$ cat src/verilog/sigio_pkg.sv
// Constants, codes and register map of the signalling I/O function mapper
package sigio_pkg;
  // Number of input and output channels
  localparam int NUM_CH = 2;
  // Register byte offsets
  localparam logic [7:0] CTRL_OFS = 8'h00;
  localparam logic [7:0] IN_CFG_OFS = 8'h04;
  localparam logic [7:0] OUT_CFG_OFS = 8'h08;
  localparam logic [7:0] PRE_DELAY_OFS = 8'h0C;
  localparam logic [7:0] POST_DELAY_OFS = 8'h10;
  localparam logic [7:0] STATUS_OFS = 8'h14;
  // Field layout: per channel 8-bit slice, function low nibble, polarity bit 4
  localparam int CH_STRIDE = 8;
  localparam int POL_BIT = 4;
  // Reset values
  localparam logic [31:0] CTRL_RST = 32'h0000_0000;
  localparam logic [31:0] CFG_RST = 32'h0000_0000;
  localparam logic [15:0] DELAY_RST = 16'h0000;
  // Delay tick: 1 ms at 250 MHz
  localparam int TICK_TIME_US = 1000;
  localparam int CLK_MHZ = 250;
  localparam int TICK_CYCLES = TICK_TIME_US * CLK_MHZ;
  // Input function codes
  typedef enum logic [3:0] {
    IN_NONE = 4'h0, IN_ESTOP = 4'h1, IN_TEST_ON = 4'h2, IN_TEST_OFF = 4'h3,
    IN_INH_AUTO = 4'h4, IN_MAN_RETR = 4'h5, IN_PRIO_ONE = 4'h6, IN_PRIO_TWO = 4'h7,
    IN_INH_XFER = 4'h8, IN_BYPASS = 4'h9, IN_RC_ONE = 4'hA, IN_RC_OFF = 4'hB,
    IN_RC_TWO = 4'hC, IN_ALM_RST = 4'hD, IN_MODE_TGL = 4'hE
  } in_func_t;
  // Output function codes
  typedef enum logic [3:0] {
    OUT_NONE = 4'h0, OUT_ALARM = 4'h1, OUT_POS_ONE = 4'h2, OUT_POS_OFF = 4'h3,
    OUT_POS_TWO = 4'h4, OUT_PRE_XFER = 4'h5
  } out_func_t;
  // Switch position codes from the controller
  localparam logic [1:0] POS_OFF = 2'h0;
  localparam logic [1:0] POS_ONE = 2'h1;
  localparam logic [1:0] POS_TWO = 2'h2;
  // Pre-transfer sequencer states
  typedef enum logic [1:0] {
    XS_IDLE = 2'b00, XS_PRE = 2'b01, XS_GO = 2'b10, XS_POST = 2'b11
  } xfer_state_t;
endpackage

$ cat src/verilog/signalling_io_function_mapper.sv
// Two-input, two-contact function mapper with APB configuration
//
// The APB slave port and the placing of the registers were left to the implementer.
`timescale 1ns/1ns
module signalling_io_function_mapper #(
  parameter int TICK_CYCLES = sigio_pkg::TICK_CYCLES
) (
  input wire logic pclk,
  input wire logic presetn,
  input wire logic psel,
  input wire logic penable,
  input wire logic pwrite,
  input wire logic [7:0] paddr,
  input wire logic [31:0] pwdata,
  output logic [31:0] prdata,
  output logic pready,
  output logic pslverr,
  input wire logic [1:0] input_pin,
  input wire logic module_present,
  input wire logic [1:0] switch_pos,
  input wire logic delayed_type,
  input wire logic t2t_app,
  input wire logic alarm_active,
  input wire logic auto_disabled,
  input wire logic transfer_request,
  input wire logic transfer_done,
  output logic [1:0] contact_out,
  output logic menu_enable,
  output logic goto_off,
  output logic goto_source_one,
  output logic goto_source_two,
  output logic auto_block,
  output logic inhibit_auto,
  output logic no_retransfer,
  output logic no_transfer,
  output logic priority_valid,
  output logic priority_two,
  output logic bypass_pulse,
  output logic test_on_pulse,
  output logic test_off_pulse,
  output logic alarm_reset_pulse,
  output logic auto_mode,
  output logic transfer_go
);

  // Software-visible configuration
  logic bus_enable; // Local bus enable bit
  logic [31:0] in_cfg; // Input function and polarity
  logic [31:0] out_cfg; // Output function and polarity
  logic [15:0] pre_delay; // Pre-transfer delay in ticks
  logic [15:0] post_delay; // Post-transfer delay in ticks

  // Synchronisers for pin inputs
  logic [1:0] pin_meta; // First stage, read only by second
  logic [1:0] pin_sync; // Safe level
  logic present_meta; // First stage of presence
  logic present_sync; // Safe presence level

  // Decoded input activity
  logic [1:0] in_act; // Logical active level
  logic [1:0] in_act_prev; // Previous logical level
  logic [1:0] in_edge; // Activation edge
  logic [15:0] func_lvl; // Any input active, per function
  logic [15:0] func_edge; // Any input activating, per function

  // Tick divider and sequencer
  logic [31:0] tick_cnt; // Cycle counter toward one tick
  logic tick; // One-cycle tick enable
  sigio_pkg::xfer_state_t xs; // Sequencer state
  logic [15:0] delay_cnt; // Remaining ticks
  logic pre_active; // Pre-transfer signal level

  // Bus decode helpers
  logic wr_en; // Write taken this cycle
  logic cfg_locked; // Config writes refused
  logic [1:0] out_val; // Output function value before polarity
  logic [31:0] next_prdata; // Read mux
  logic next_pslverr; // Unmapped address flag
  logic estop_off; // Emergency stop forcing off

  // Input pin synchronisers
  always_ff @(posedge pclk or negedge presetn) begin
    if (!presetn) begin
      pin_meta <= 2'h0;
      pin_sync <= 2'h0;
      present_meta <= 1'b0;
      present_sync <= 1'b0;
    end else begin
      pin_meta <= input_pin;
      pin_sync <= pin_meta;
      present_meta <= module_present;
      present_sync <= present_meta;
    end
  end

  // Polarity: normally open is active when closed (pin high)
  always_comb begin
    for (int i = 0; i < sigio_pkg::NUM_CH; i++) begin
      in_act[i] = pin_sync[i] ^ in_cfg[i * sigio_pkg::CH_STRIDE + sigio_pkg::POL_BIT];
    end
  end

  // Previous level for edge detection
  always_ff @(posedge pclk or negedge presetn) begin
    if (!presetn) begin
      in_act_prev <= 2'h0;
    end else begin
      in_act_prev <= in_act;
    end
  end

  // Activation edge: rising for NO, falling pin for NC
  assign in_edge = in_act & ~in_act_prev;

  // Gather activity by assigned function; code zero matches nothing used
  always_comb begin
    func_lvl = 16'h0000;
    func_edge = 16'h0000;
    for (int i = 0; i < sigio_pkg::NUM_CH; i++) begin
      func_lvl[in_cfg[i * sigio_pkg::CH_STRIDE +: 4]] =
        func_lvl[in_cfg[i * sigio_pkg::CH_STRIDE +: 4]] | in_act[i];
      func_edge[in_cfg[i * sigio_pkg::CH_STRIDE +: 4]] =
        func_edge[in_cfg[i * sigio_pkg::CH_STRIDE +: 4]] | in_edge[i];
    end
  end

  // Emergency stop only drives to off on three-position switches
  assign estop_off = func_lvl[sigio_pkg::IN_ESTOP] & delayed_type;

  // Position commands with fixed priority: off, then one, then two
  always_ff @(posedge pclk or negedge presetn) begin
    if (!presetn) begin
      goto_off <= 1'b0;
      goto_source_one <= 1'b0;
      goto_source_two <= 1'b0;
    end else begin
      // Emergency stop overrides the inhibit; safety first
      goto_off <= estop_off | (func_lvl[sigio_pkg::IN_RC_OFF]
        & ~func_lvl[sigio_pkg::IN_INH_AUTO]);
      goto_source_one <= func_lvl[sigio_pkg::IN_RC_ONE] & ~func_lvl[sigio_pkg::IN_RC_OFF]
        & ~estop_off & ~func_lvl[sigio_pkg::IN_INH_AUTO];
      goto_source_two <= func_lvl[sigio_pkg::IN_RC_TWO] & ~func_lvl[sigio_pkg::IN_RC_OFF]
        & ~func_lvl[sigio_pkg::IN_RC_ONE] & ~estop_off
        & ~func_lvl[sigio_pkg::IN_INH_AUTO];
    end
  end

  // Level-type blocking signals to the controller
  always_ff @(posedge pclk or negedge presetn) begin
    if (!presetn) begin
      auto_block <= 1'b0;
      inhibit_auto <= 1'b0;
      no_retransfer <= 1'b0;
      no_transfer <= 1'b0;
    end else begin
      auto_block <= func_lvl[sigio_pkg::IN_ESTOP];
      inhibit_auto <= func_lvl[sigio_pkg::IN_INH_AUTO];
      no_retransfer <= func_lvl[sigio_pkg::IN_MAN_RETR];
      no_transfer <= func_lvl[sigio_pkg::IN_INH_XFER];
    end
  end

  // Priority selection, only meaningful in transformer-transformer use
  always_ff @(posedge pclk or negedge presetn) begin
    if (!presetn) begin
      priority_valid <= 1'b0;
      priority_two <= 1'b0;
    end else begin
      // Source one wins when both are asserted at once
      priority_valid <= t2t_app & (func_lvl[sigio_pkg::IN_PRIO_ONE]
        | func_lvl[sigio_pkg::IN_PRIO_TWO]);
      priority_two <= t2t_app & func_lvl[sigio_pkg::IN_PRIO_TWO]
        & ~func_lvl[sigio_pkg::IN_PRIO_ONE];
    end
  end

  // Edge-type pulses; a held contact gives one pulse only
  always_ff @(posedge pclk or negedge presetn) begin
    if (!presetn) begin
      bypass_pulse <= 1'b0;
      test_on_pulse <= 1'b0;
      test_off_pulse <= 1'b0;
      alarm_reset_pulse <= 1'b0;
    end else begin
      bypass_pulse <= func_edge[sigio_pkg::IN_BYPASS];
      test_on_pulse <= func_edge[sigio_pkg::IN_TEST_ON]
        & ~func_lvl[sigio_pkg::IN_INH_AUTO];
      test_off_pulse <= func_edge[sigio_pkg::IN_TEST_OFF]
        & ~func_lvl[sigio_pkg::IN_INH_AUTO];
      alarm_reset_pulse <= func_edge[sigio_pkg::IN_ALM_RST];
    end
  end

  // Automatic/panel mode flips on the activation edge, never on level
  always_ff @(posedge pclk or negedge presetn) begin
    if (!presetn) begin
      auto_mode <= 1'b1;
    end else if (func_edge[sigio_pkg::IN_MODE_TGL] & ~func_lvl[sigio_pkg::IN_INH_AUTO]) begin
      auto_mode <= ~auto_mode;
    end
  end

  // Menus need power (reset released), bus enabled and presence
  always_ff @(posedge pclk or negedge presetn) begin
    if (!presetn) begin
      menu_enable <= 1'b0;
    end else begin
      menu_enable <= bus_enable & present_sync;
    end
  end

  // Millisecond tick divider
  always_ff @(posedge pclk or negedge presetn) begin
    if (!presetn) begin
      tick_cnt <= 32'h0000_0000;
      tick <= 1'b0;
    end else if (tick_cnt == 32'(TICK_CYCLES - 1)) begin
      tick_cnt <= 32'h0000_0000;
      tick <= 1'b1;
    end else begin
      tick_cnt <= tick_cnt + 32'h0000_0001;
      tick <= 1'b0;
    end
  end

  // Pre-transfer sequencer; bypass cuts whichever delay is counting
  always_ff @(posedge pclk or negedge presetn) begin
    if (!presetn) begin
      xs <= sigio_pkg::XS_IDLE;
      delay_cnt <= 16'h0000;
      pre_active <= 1'b0;
      transfer_go <= 1'b0;
    end else begin
      case (xs)
        sigio_pkg::XS_IDLE: begin
          if (transfer_request) begin
            // Without a pre-transfer output the transfer goes at once
            if (out_val_pre_any()) begin
              pre_active <= 1'b1;
              delay_cnt <= pre_delay;
              xs <= sigio_pkg::XS_PRE;
            end else begin
              transfer_go <= 1'b1;
              xs <= sigio_pkg::XS_GO;
            end
          end
        end
        sigio_pkg::XS_PRE: begin
          // Transfer waits out the pre delay
          if (delay_cnt == 16'h0000 || func_edge[sigio_pkg::IN_BYPASS]) begin
            transfer_go <= 1'b1;
            xs <= sigio_pkg::XS_GO;
          end else if (tick) begin
            delay_cnt <= delay_cnt - 16'h0001;
          end
        end
        sigio_pkg::XS_GO: begin
          if (transfer_done) begin
            transfer_go <= 1'b0;
            delay_cnt <= post_delay;
            xs <= pre_active ? sigio_pkg::XS_POST : sigio_pkg::XS_IDLE;
          end
        end
        sigio_pkg::XS_POST: begin
          // Signal held after transfer for the post delay
          if (delay_cnt == 16'h0000 || func_edge[sigio_pkg::IN_BYPASS]) begin
            pre_active <= 1'b0;
            xs <= sigio_pkg::XS_IDLE;
          end else if (tick) begin
            delay_cnt <= delay_cnt - 16'h0001;
          end
        end
        default: begin
          xs <= sigio_pkg::XS_IDLE;
          pre_active <= 1'b0;
          transfer_go <= 1'b0;
        end
      endcase
    end
  end

  // True when some output carries the pre-transfer function
  function automatic logic out_val_pre_any();
    logic hit;
    hit = 1'b0;
    for (int i = 0; i < sigio_pkg::NUM_CH; i++) begin
      hit = hit | (out_cfg[i * sigio_pkg::CH_STRIDE +: 4] == 4'(sigio_pkg::OUT_PRE_XFER));
    end
    return hit;
  endfunction

  // Output function values; unknown codes stay inactive
  always_comb begin
    for (int i = 0; i < sigio_pkg::NUM_CH; i++) begin
      case (out_cfg[i * sigio_pkg::CH_STRIDE +: 4])
        4'(sigio_pkg::OUT_ALARM): out_val[i] = alarm_active | auto_disabled;
        4'(sigio_pkg::OUT_POS_ONE): out_val[i] = switch_pos == sigio_pkg::POS_ONE;
        4'(sigio_pkg::OUT_POS_OFF): out_val[i] = switch_pos == sigio_pkg::POS_OFF;
        4'(sigio_pkg::OUT_POS_TWO): out_val[i] = switch_pos == sigio_pkg::POS_TWO;
        4'(sigio_pkg::OUT_PRE_XFER): out_val[i] = pre_active;
        default: out_val[i] = 1'b0;
      endcase
    end
  end

  // Contacts: NO closes when active, NC opens when active
  always_ff @(posedge pclk or negedge presetn) begin
    if (!presetn) begin
      contact_out <= 2'h0;
    end else begin
      for (int i = 0; i < sigio_pkg::NUM_CH; i++) begin
        contact_out[i] <= out_val[i] ^ out_cfg[i * sigio_pkg::CH_STRIDE + sigio_pkg::POL_BIT];
      end
    end
  end

  // APB: one wait state, write lands at the completing edge
  assign wr_en = psel & penable & pwrite & pready;
  // Config frozen while automatic mode is inhibited
  assign cfg_locked = func_lvl[sigio_pkg::IN_INH_AUTO];

  // Ready pulses once per access phase
  always_ff @(posedge pclk or negedge presetn) begin
    if (!presetn) begin
      pready <= 1'b0;
    end else begin
      pready <= psel & penable & ~pready;
    end
  end

  // Register writes; refused writes to config still complete
  always_ff @(posedge pclk or negedge presetn) begin
    if (!presetn) begin
      bus_enable <= sigio_pkg::CTRL_RST[0];
      in_cfg <= sigio_pkg::CFG_RST;
      out_cfg <= sigio_pkg::CFG_RST;
      pre_delay <= sigio_pkg::DELAY_RST;
      post_delay <= sigio_pkg::DELAY_RST;
    end else if (wr_en) begin
      case (paddr)
        sigio_pkg::CTRL_OFS: bus_enable <= pwdata[0];
        sigio_pkg::IN_CFG_OFS: if (!cfg_locked) in_cfg <= pwdata & 32'h0000_1F1F;
        sigio_pkg::OUT_CFG_OFS: if (!cfg_locked) out_cfg <= pwdata & 32'h0000_1F1F;
        sigio_pkg::PRE_DELAY_OFS: if (!cfg_locked) pre_delay <= pwdata[15:0];
        sigio_pkg::POST_DELAY_OFS: if (!cfg_locked) post_delay <= pwdata[15:0];
        default: begin
        end
      endcase
    end
  end

  // Read mux and unmapped-address detection
  always_comb begin
    next_prdata = 32'h0000_0000;
    next_pslverr = 1'b0;
    case (paddr)
      sigio_pkg::CTRL_OFS: next_prdata = {31'h0, bus_enable};
      sigio_pkg::IN_CFG_OFS: next_prdata = in_cfg;
      sigio_pkg::OUT_CFG_OFS: next_prdata = out_cfg;
      sigio_pkg::PRE_DELAY_OFS: next_prdata = {16'h0000, pre_delay};
      sigio_pkg::POST_DELAY_OFS: next_prdata = {16'h0000, post_delay};
      sigio_pkg::STATUS_OFS: next_prdata = {21'h0, xs, menu_enable, pre_active,
        auto_mode, switch_pos, contact_out, in_act};
      default: next_pslverr = 1'b1;
    endcase
  end

  // Read data and error registered for the ready cycle
  always_ff @(posedge pclk or negedge presetn) begin
    if (!presetn) begin
      prdata <= 32'h0000_0000;
      pslverr <= 1'b0;
    end else if (psel & penable & ~pready) begin
      prdata <= pwrite ? 32'h0000_0000 : next_prdata;
      pslverr <= next_pslverr;
    end else begin
      pslverr <= 1'b0;
    end
  end

endmodule

$ cat config.mk
export PLATFORM = sky130hd
export DESIGN_NAME = signalling_io_function_mapper
export DESIGN_NICKNAME = d
export VERILOG_FILES = /design/src/verilog/sigio_pkg.sv /design/src/verilog/signalling_io_function_mapper.sv
export SDC_FILE = /design/constraint.sdc
export NUM_CORES = 1
export LEC_CHECK = 0
export BUFFER_PORTS_ARGS = -buffer_cell sky130_fd_sc_hd__buf_2
export CAP_MARGIN = 20
export CELL_PAD_IN_SITES_DETAIL_PLACEMENT = 0
export CELL_PAD_IN_SITES_GLOBAL_PLACEMENT = 1
export CORE_ASPECT_RATIO = 1.1
export CORE_MARGIN = 2
export CORE_UTILIZATION = 30
export CTS_CLUSTER_DIAMETER = 120
export DETAILED_ROUTE_END_ITERATION = 10
export PLACE_DENSITY = 0.67
export SLEW_MARGIN = 20
export SYNTH_ARGS = -nofsm -noshare
export SYNTH_HDL_FRONTEND = slang
export SYNTH_SLANG_ARGS = --single-unit
$ cat constraint.sdc
create_clock -name pclk -period 3.1 [get_ports pclk]
set_input_delay 0.31 -clock pclk [delete_from_list [all_inputs] [get_ports pclk]]
set_output_delay 0.31 -clock pclk [all_outputs]
set_load 0.02 [all_outputs]
Word level (Yosys, flattened, before mapping) --
Memories as Yosys holds them, arrays and structs flattened. Cells that the tools add are included.
Operators by class: add/subtract/negate cells 2, multiply operators 0, div/mod/pow operators 0, magnitude comparators 4, equality and inequality tests 29, shifts and indexed selects 0, multiplexer cells 41, bitwise gates (word level) 43, reductions and logical operators 20
Operator list (count):
- case mux 16 bit (6 select lines) | 1
- 2-to-1 mux 16 bit | 5
- 2-to-1 mux 32 bit | 2
- case mux 16 bit (3 select lines) | 1
- adder 32 x 1 -> 32 bit, second input constant | 1
- AND 16 bit | 2
- bitwise mux 16 bit | 2
- equality test 32 x 18 -> 1 bit, second input constant | 1
- AND 1 bit | 20
- equality test 4 x 2 -> 1 bit, second input constant | 4
- equality test 4 x 3 -> 1 bit, second input constant | 4
- equality test 8 x 4 -> 1 bit, second input constant | 2
- equality test 8 x 5 -> 1 bit, second input constant | 2
- logical NOT 16 bit | 1
- subtractor 16 x 1 -> 16 bit, second input constant | 1
- 2-to-1 mux 1 bit | 15
- != test 2 bit, second input constant | 7
- 2-to-1 mux 2 bit | 6
- AND reduction 3 bit | 4
- < comparator 4 x 5 -> 1 bit, second input constant | 2
- case mux 1 bit (5 select lines) | 2
- AND reduction 5 bit | 2
- binary-select mux 1 bit (select 4 bit) | 2
- demux 1 bit (select 4 bit) | 2
- other kinds (24) | 48
Word-level totals: register bits after elaboration 165, bits in latches 0, RAM bits 0, bits in read-only memories 16, bits of input ports 56, output and inout bits 52, word-level logic and storage cells 175, memories kept 1
Memories:
- (no name shown) | depth 16, width 1, rd ports 1, clocked after Yosys merged registers in 0, write ports 0, line signalling_io_function_mapper.sv:123 | func_edge[in_cfg[i * sigio_pkg::CH_STRIDE +: 4]] | in_edge[i];

Logic depth before layout (Yosys ltp) --
depth after elaboration 14, gate-level depth with buffers 9, depth with buffers taken out 7

Worst setup path after synthesis --
OpenSTA, ideal clock, no wires.
path type reg2reg, from reg in_cfg[11], to reg post_delay[10], setup time 0.125 ns, arrival 2.240 ns, required time 2.975 ns, path slack 0.735 ns, cell stages (with the launch flop) 8, buffers on the path 2, period minus slack after synthesis 2.365 ns, cells stage by stage dfrtp_1 or4b_4 nor3_1 nor2_4 or3b_1 buf_6 buf_12 mux2_4
On the way: cells in the longest elaborated chain, start to end 7, elaborated cells between the ends (all ways) 11, those cells by class order compare (2); mux (5); bitwise (2); reduce/logical (2)
Ends and longest elaborated chain:
- start: declaration | line signalling_io_function_mapper.sv:48 | logic [31:0] in_cfg;
- start signal: assignment | line signalling_io_function_mapper.sv:335 | in_cfg <= sigio_pkg::CFG_RST;
- start signal: assignment | line signalling_io_function_mapper.sv:342 | sigio_pkg::IN_CFG_OFS: if (!cfg_locked) in_cfg <= pwdata & 32'h0000_1F1F;
- < comparator 4 x 5 -> 1 bit (implied by the code) or >= comparator 4 x 1 -> 1 bit (tied branches) | line signalling_io_function_mapper.sv:120 | func_lvl[in_cfg[i * sigio_pkg::CH_STRIDE +: 4]] =
- logical AND 1 bit (implied by the code) | line signalling_io_function_mapper.sv:120
- 2-to-1 mux 1 bit (implied by the code) | line signalling_io_function_mapper.sv:120
- demux 1 bit (select 4 bit) | line signalling_io_function_mapper.sv:120
- bitwise mux 16 bit * | line signalling_io_function_mapper.sv:120
- via func_lvl[4] | line signalling_io_function_mapper.sv:63 | logic [15:0] func_lvl;
- NOT 1 bit (no source line) *
- AND reduction 3 bit (no source line) *
- end signal: assignment | line signalling_io_function_mapper.sv:338 | post_delay <= sigio_pkg::DELAY_RST;
- end signal: assignment | line signalling_io_function_mapper.sv:345 | sigio_pkg::POST_DELAY_OFS: if (!cfg_locked) post_delay <= pwdata[15:0];
- end: declaration | line signalling_io_function_mapper.sv:51 | logic [15:0] post_delay;
Mark *: on every way through the listed nets, which the timed path passes. The rest lies on a longest branch. The select of a mux whose other input is x is not followed. A chain may end at the register's enable or synchronous reset.

Worst setup path in the final report --
Same ends and word-level chain as after synthesis.

==> impl_summary.log <==
[metrics] clock latency on the worst-skew pair: 430 ps
[metrics] via count of the first global-routing pass: approximately 5600
[metrics] grt met3 use: under 10%
[metrics] Vert. Die Dim: approximately 170 µm
[metrics] slew of the pin with the lowest slew margin: approximately 760 ps
[metrics] number of buffer cells added on primary ports: 75
[metrics] largest fanout on the critical path: 16
[metrics] share of total power in the clock network: between 50% and 60%
[metrics] initial antenna violation count: 4
[metrics] Clock transition at path regs: 60 ps
[metrics] shortest period the worst path allows: 2590 ps
[metrics] overall overflow remaining after global route: 0
[metrics] routed length per instance: roughly 17 µm
[metrics] # setup viols final: 0
[metrics] Hold Path Class: in2reg
[metrics] Worst IR Drop VDD: between 0.0003 and 0.0004 V
[metrics] starting utilization of the core area: between 30% and 40%
[metrics] worst endpoint required time: ~3400 ps
[metrics] power per unit of standard cell area: between 400 and 500 nW/µm²
[metrics] Routability Congestion: roughly 0.87
[metrics] Avg Vias per Cell: roughly 5.1
[metrics] Gate power share: under 10%
[metrics] commonest cells after routing, fill and taps aside: 148 x dfrtp_1, 74 x buf_2, 62 x nand2_1
[metrics] predominant post-synthesis flop cell: dfrtp_1
[metrics] TritonCTS sink count: roughly 150
[metrics] count of filler cells inserted in the layout: between 2000 and 2500
[metrics] fraction of the cycle the final worst path needs: between 80% and 90%
[metrics] first drt pass iteration count: 7
[metrics] master of the slowest instance on the critical path: or4b_4
[metrics] drt drc: 0
[metrics] critical path startpoint category: register
[metrics] count of flip-flops with a built-in enable after synthesis: 0
[metrics] number of flip-flops and latches in the synthesized netlist: 149
[metrics] buffer levels on the longest clock path: 2
[metrics] met1 global-route usage: between 20% and 30%
[metrics] Final HPWL DP: 14.0 mm
[metrics] Post-Synthesis Cell Area: roughly 7500 µm²
[metrics] setup repair bufs after CTS: 0
[metrics] Synth warnings: 0
[metrics] relative slew slack: about half
[metrics] worst setup slack after layout: 506 ps
[metrics] area growth from synthesis to layout: 18.9%
[metrics] most common cell after layout, fill and taps aside: dfrtp_1
[metrics] CP arrival: ~2900 ps
[metrics] proportion of register bits with asynchronous set or reset after synthesis: 100%
[metrics] fraction of final layout cells with drive strength greater than 1: around a quarter
[metrics] Switching Share: approximately 21%
[metrics] part of the total power dissipated in sequential elements: between 40% and 50%
[metrics] status: complete, no violations
[metrics] count of mapped cells out of synthesis: just over 700
[metrics] maximum number of pins on one net before global-route repair: 79
[metrics] clock tree from TritonCTS: built
[metrics] final wirelength: between 15 and 20 mm
[metrics] Crit Path Class: reg2reg
[metrics] Num CTS Buffers: 17
[metrics] average cell area after synthesis: 10.6 µm²
[metrics] area of the placeable core: 24600 µm²
[metrics] unique cell type count in the Yosys netlist: 74
[metrics] met2 capacity usage during global routing: between 20% and 30%
[metrics] row cnt: 60
[metrics] max-cap violation count: 0
[metrics] RSZ-0062 raised after global routing: no
[metrics] P_leak: 0.00418 µW
[metrics] horizontal extent of the die: roughly 160 µm
[metrics] peak clock frequency supported by timing: 386 MHz
[metrics] final-report hold violation count: 0
[metrics] wire length of the first global-routing pass: about 32 mm
[metrics] count of vias placed by the detailed router: around 5700
[metrics] cell internal power dissipation: between 3000 and 4000 µW
[metrics] buffer cell driving the clock tree root: clkbuf_16
[metrics] final setup TNS: 0 ps
[metrics] area of all placed cells without fillers: 8980 µm²
[metrics] DP Worst Slack: approximately 510 ps
[metrics] worst-case hold slack: roughly 110 ps
[metrics] die area: around 26000 µm²
[metrics] top cell family by delay on the critical path: simple AND/OR/NAND/NOR gates
[metrics] deepest level of the CTS H-tree: 4
[metrics] switching pwr: ~920 µW
[metrics] CP endpoint kind: register
[metrics] NumNets Final: about 870
[metrics] Buf/Inv on CP: 1
[metrics] I/O pins: approximately 110
[metrics] antenna viol nets, final: 0
[metrics] cell breakdown of the critical path: or4b_4 > nor3_1 > nor2_4 > or3b_1 > buf_12 > mux2_4
[metrics] Most Crowded Layer GR: met2
[metrics] Final Max Tran Viols: 0
[metrics] CTS-repair resized insts: 0
[metrics] longest individual stage delay on the worst path: 600 ps
[metrics] Placement Cell Area: ~8300 µm²
[metrics] violation count after the first detailed-routing iteration: between 200 and 300
[metrics] All-Layer GR Usage: around 15%
[metrics] Fin Clk Skew: 10.5 ps
[metrics] share of synthesized area occupied by flip-flops and latches: about half
## power by group through the flow
stage | clock [µW] | sequential, µW | combinational (µW)
2_1_floorplan | 0 | 2000 | 72.7
3_3_place_gp | 0 | 2000 | 160
3_5_place_dp | 0 | 2000 | 161
4_1_cts | 2220 | 1960 | 165
5_1_grt | 2300 | 1960 | 181
6_report | 2180 | 1960 | 161
## path summary, 6_finish.rpt
kind,startpoint,endpoint,slack (ps),cells past startpoint
max in group asynchronous,presetn,delay_cnt[1],1800,3
worst max register to register,in_cfg[11],post_delay[10],510,6
worst min register to register,pin_meta[1],pin_sync[1],350,0
worst max-delay path,in_cfg[11],post_delay[10],510,6
min in group asynchronous,presetn,no_transfer,490,2
worst min-delay path,t2t_app,priority_valid,110,2
## stage by stage
| stage | total power (µW) | util (%) | cells |
|---|---|---|---|
| detailed placement | 2160 | 33.8 | 1095 |
| global placement | 2160 | 33.8 | 1095 |
| global route | 4450 | 36.4 | 1129 |
| finish | 4300 | 36.5 | 1130 |
| CTS | 4340 | 36.4 | 1128 |
| floorplan | 2070 | - | 730 |
## logic make-up (layout without fill, tap and decap cells)
family,after synthesis,count (layout),share of synthesized area [%]
DFF,149,149,49.4
buffers and inverters,63,151,4.69
muxes,69,69,10.7
xor gates and xnor gates,41,41,4.86
AOI/OAI and AO/OA,134,134,11.8
other,1,18,0.0497
and+or+nand+nor,255,255,18.0
adders and majority gates,3,3,0.497
## cell usage after synthesis, drive strengths merged, types with 3 or more instances
cell type | n | area (µm²)
nor3 | 18 | 95.1
and4 | 7 | 62.6
or3 | 4 | 26.3
a21o | 3 | 22.5
mux2i | 15 | 150
or4 | 3 | 26.3
nor2 | 55 | 216
nand3 | 25 | 125
xor2 | 16 | 140
nor4 | 10 | 77.6
o2bb2ai | 7 | 61.3
nand2 | 62 | 233
a21oi | 26 | 130
dfrtp | 148 | 3700
nand4 | 14 | 87.6
and2 | 4 | 25.0
o21ai | 39 | 195
inv | 12 | 45.0
a31oi | 6 | 37.5
xnor2 | 25 | 226
a211oi | 13 | 97.6
a221oi | 6 | 52.6
a311oi | 8 | 70.1
buf | 31 | 234
a22oi | 4 | 30.0
nor2b | 21 | 131
nor3b | 4 | 41.3
clkbuf | 20 | 75.1
mux2 | 53 | 634
and3 | 6 | 37.5
nand2b | 9 | 56.3
nand3b | 4 | 30.0
ha | 3 | 37.5
## state kept, by name, summed over array words and instances (netlist names), 2 cells and up
register and flops:
out_cfg 10, prdata 16, xs 2, delay_cnt 16, pin_sync 2, in_cfg 10, pin_meta 2, pre_delay 16
contact_out 2, in_act_prev 2, post_delay 16, tick_cnt 32
## area by class of cell
cell class              count  area (µm²)  area share [%]
repair buffers            110         679            7.57
diodes                      2        5.00          0.0557
flip-flops and latches    149        3730            41.5
multi-input cells         518        3520            39.2
clock inverters             9         154            1.71
well taps                 310         388            4.32
clock buffers              20         457            5.09
inverters                  12        45.0           0.502
## metal layers
metal,vias to the layer above,wire length (µm)
li1,2747,-
met1,2833,9360
met2,129,8940
met3,22,1010
met4,4,295
met5,-,24
## repair_timing
| action | CTS | global route |
|---|---|---|
| hold buffers | 4 | 0 |
| hold endpoints to repair | 78 | 0 |
| endpoints found under the setup margin | 0 | 0 |
Note: power is estimated with default switching activity, not from simulation.
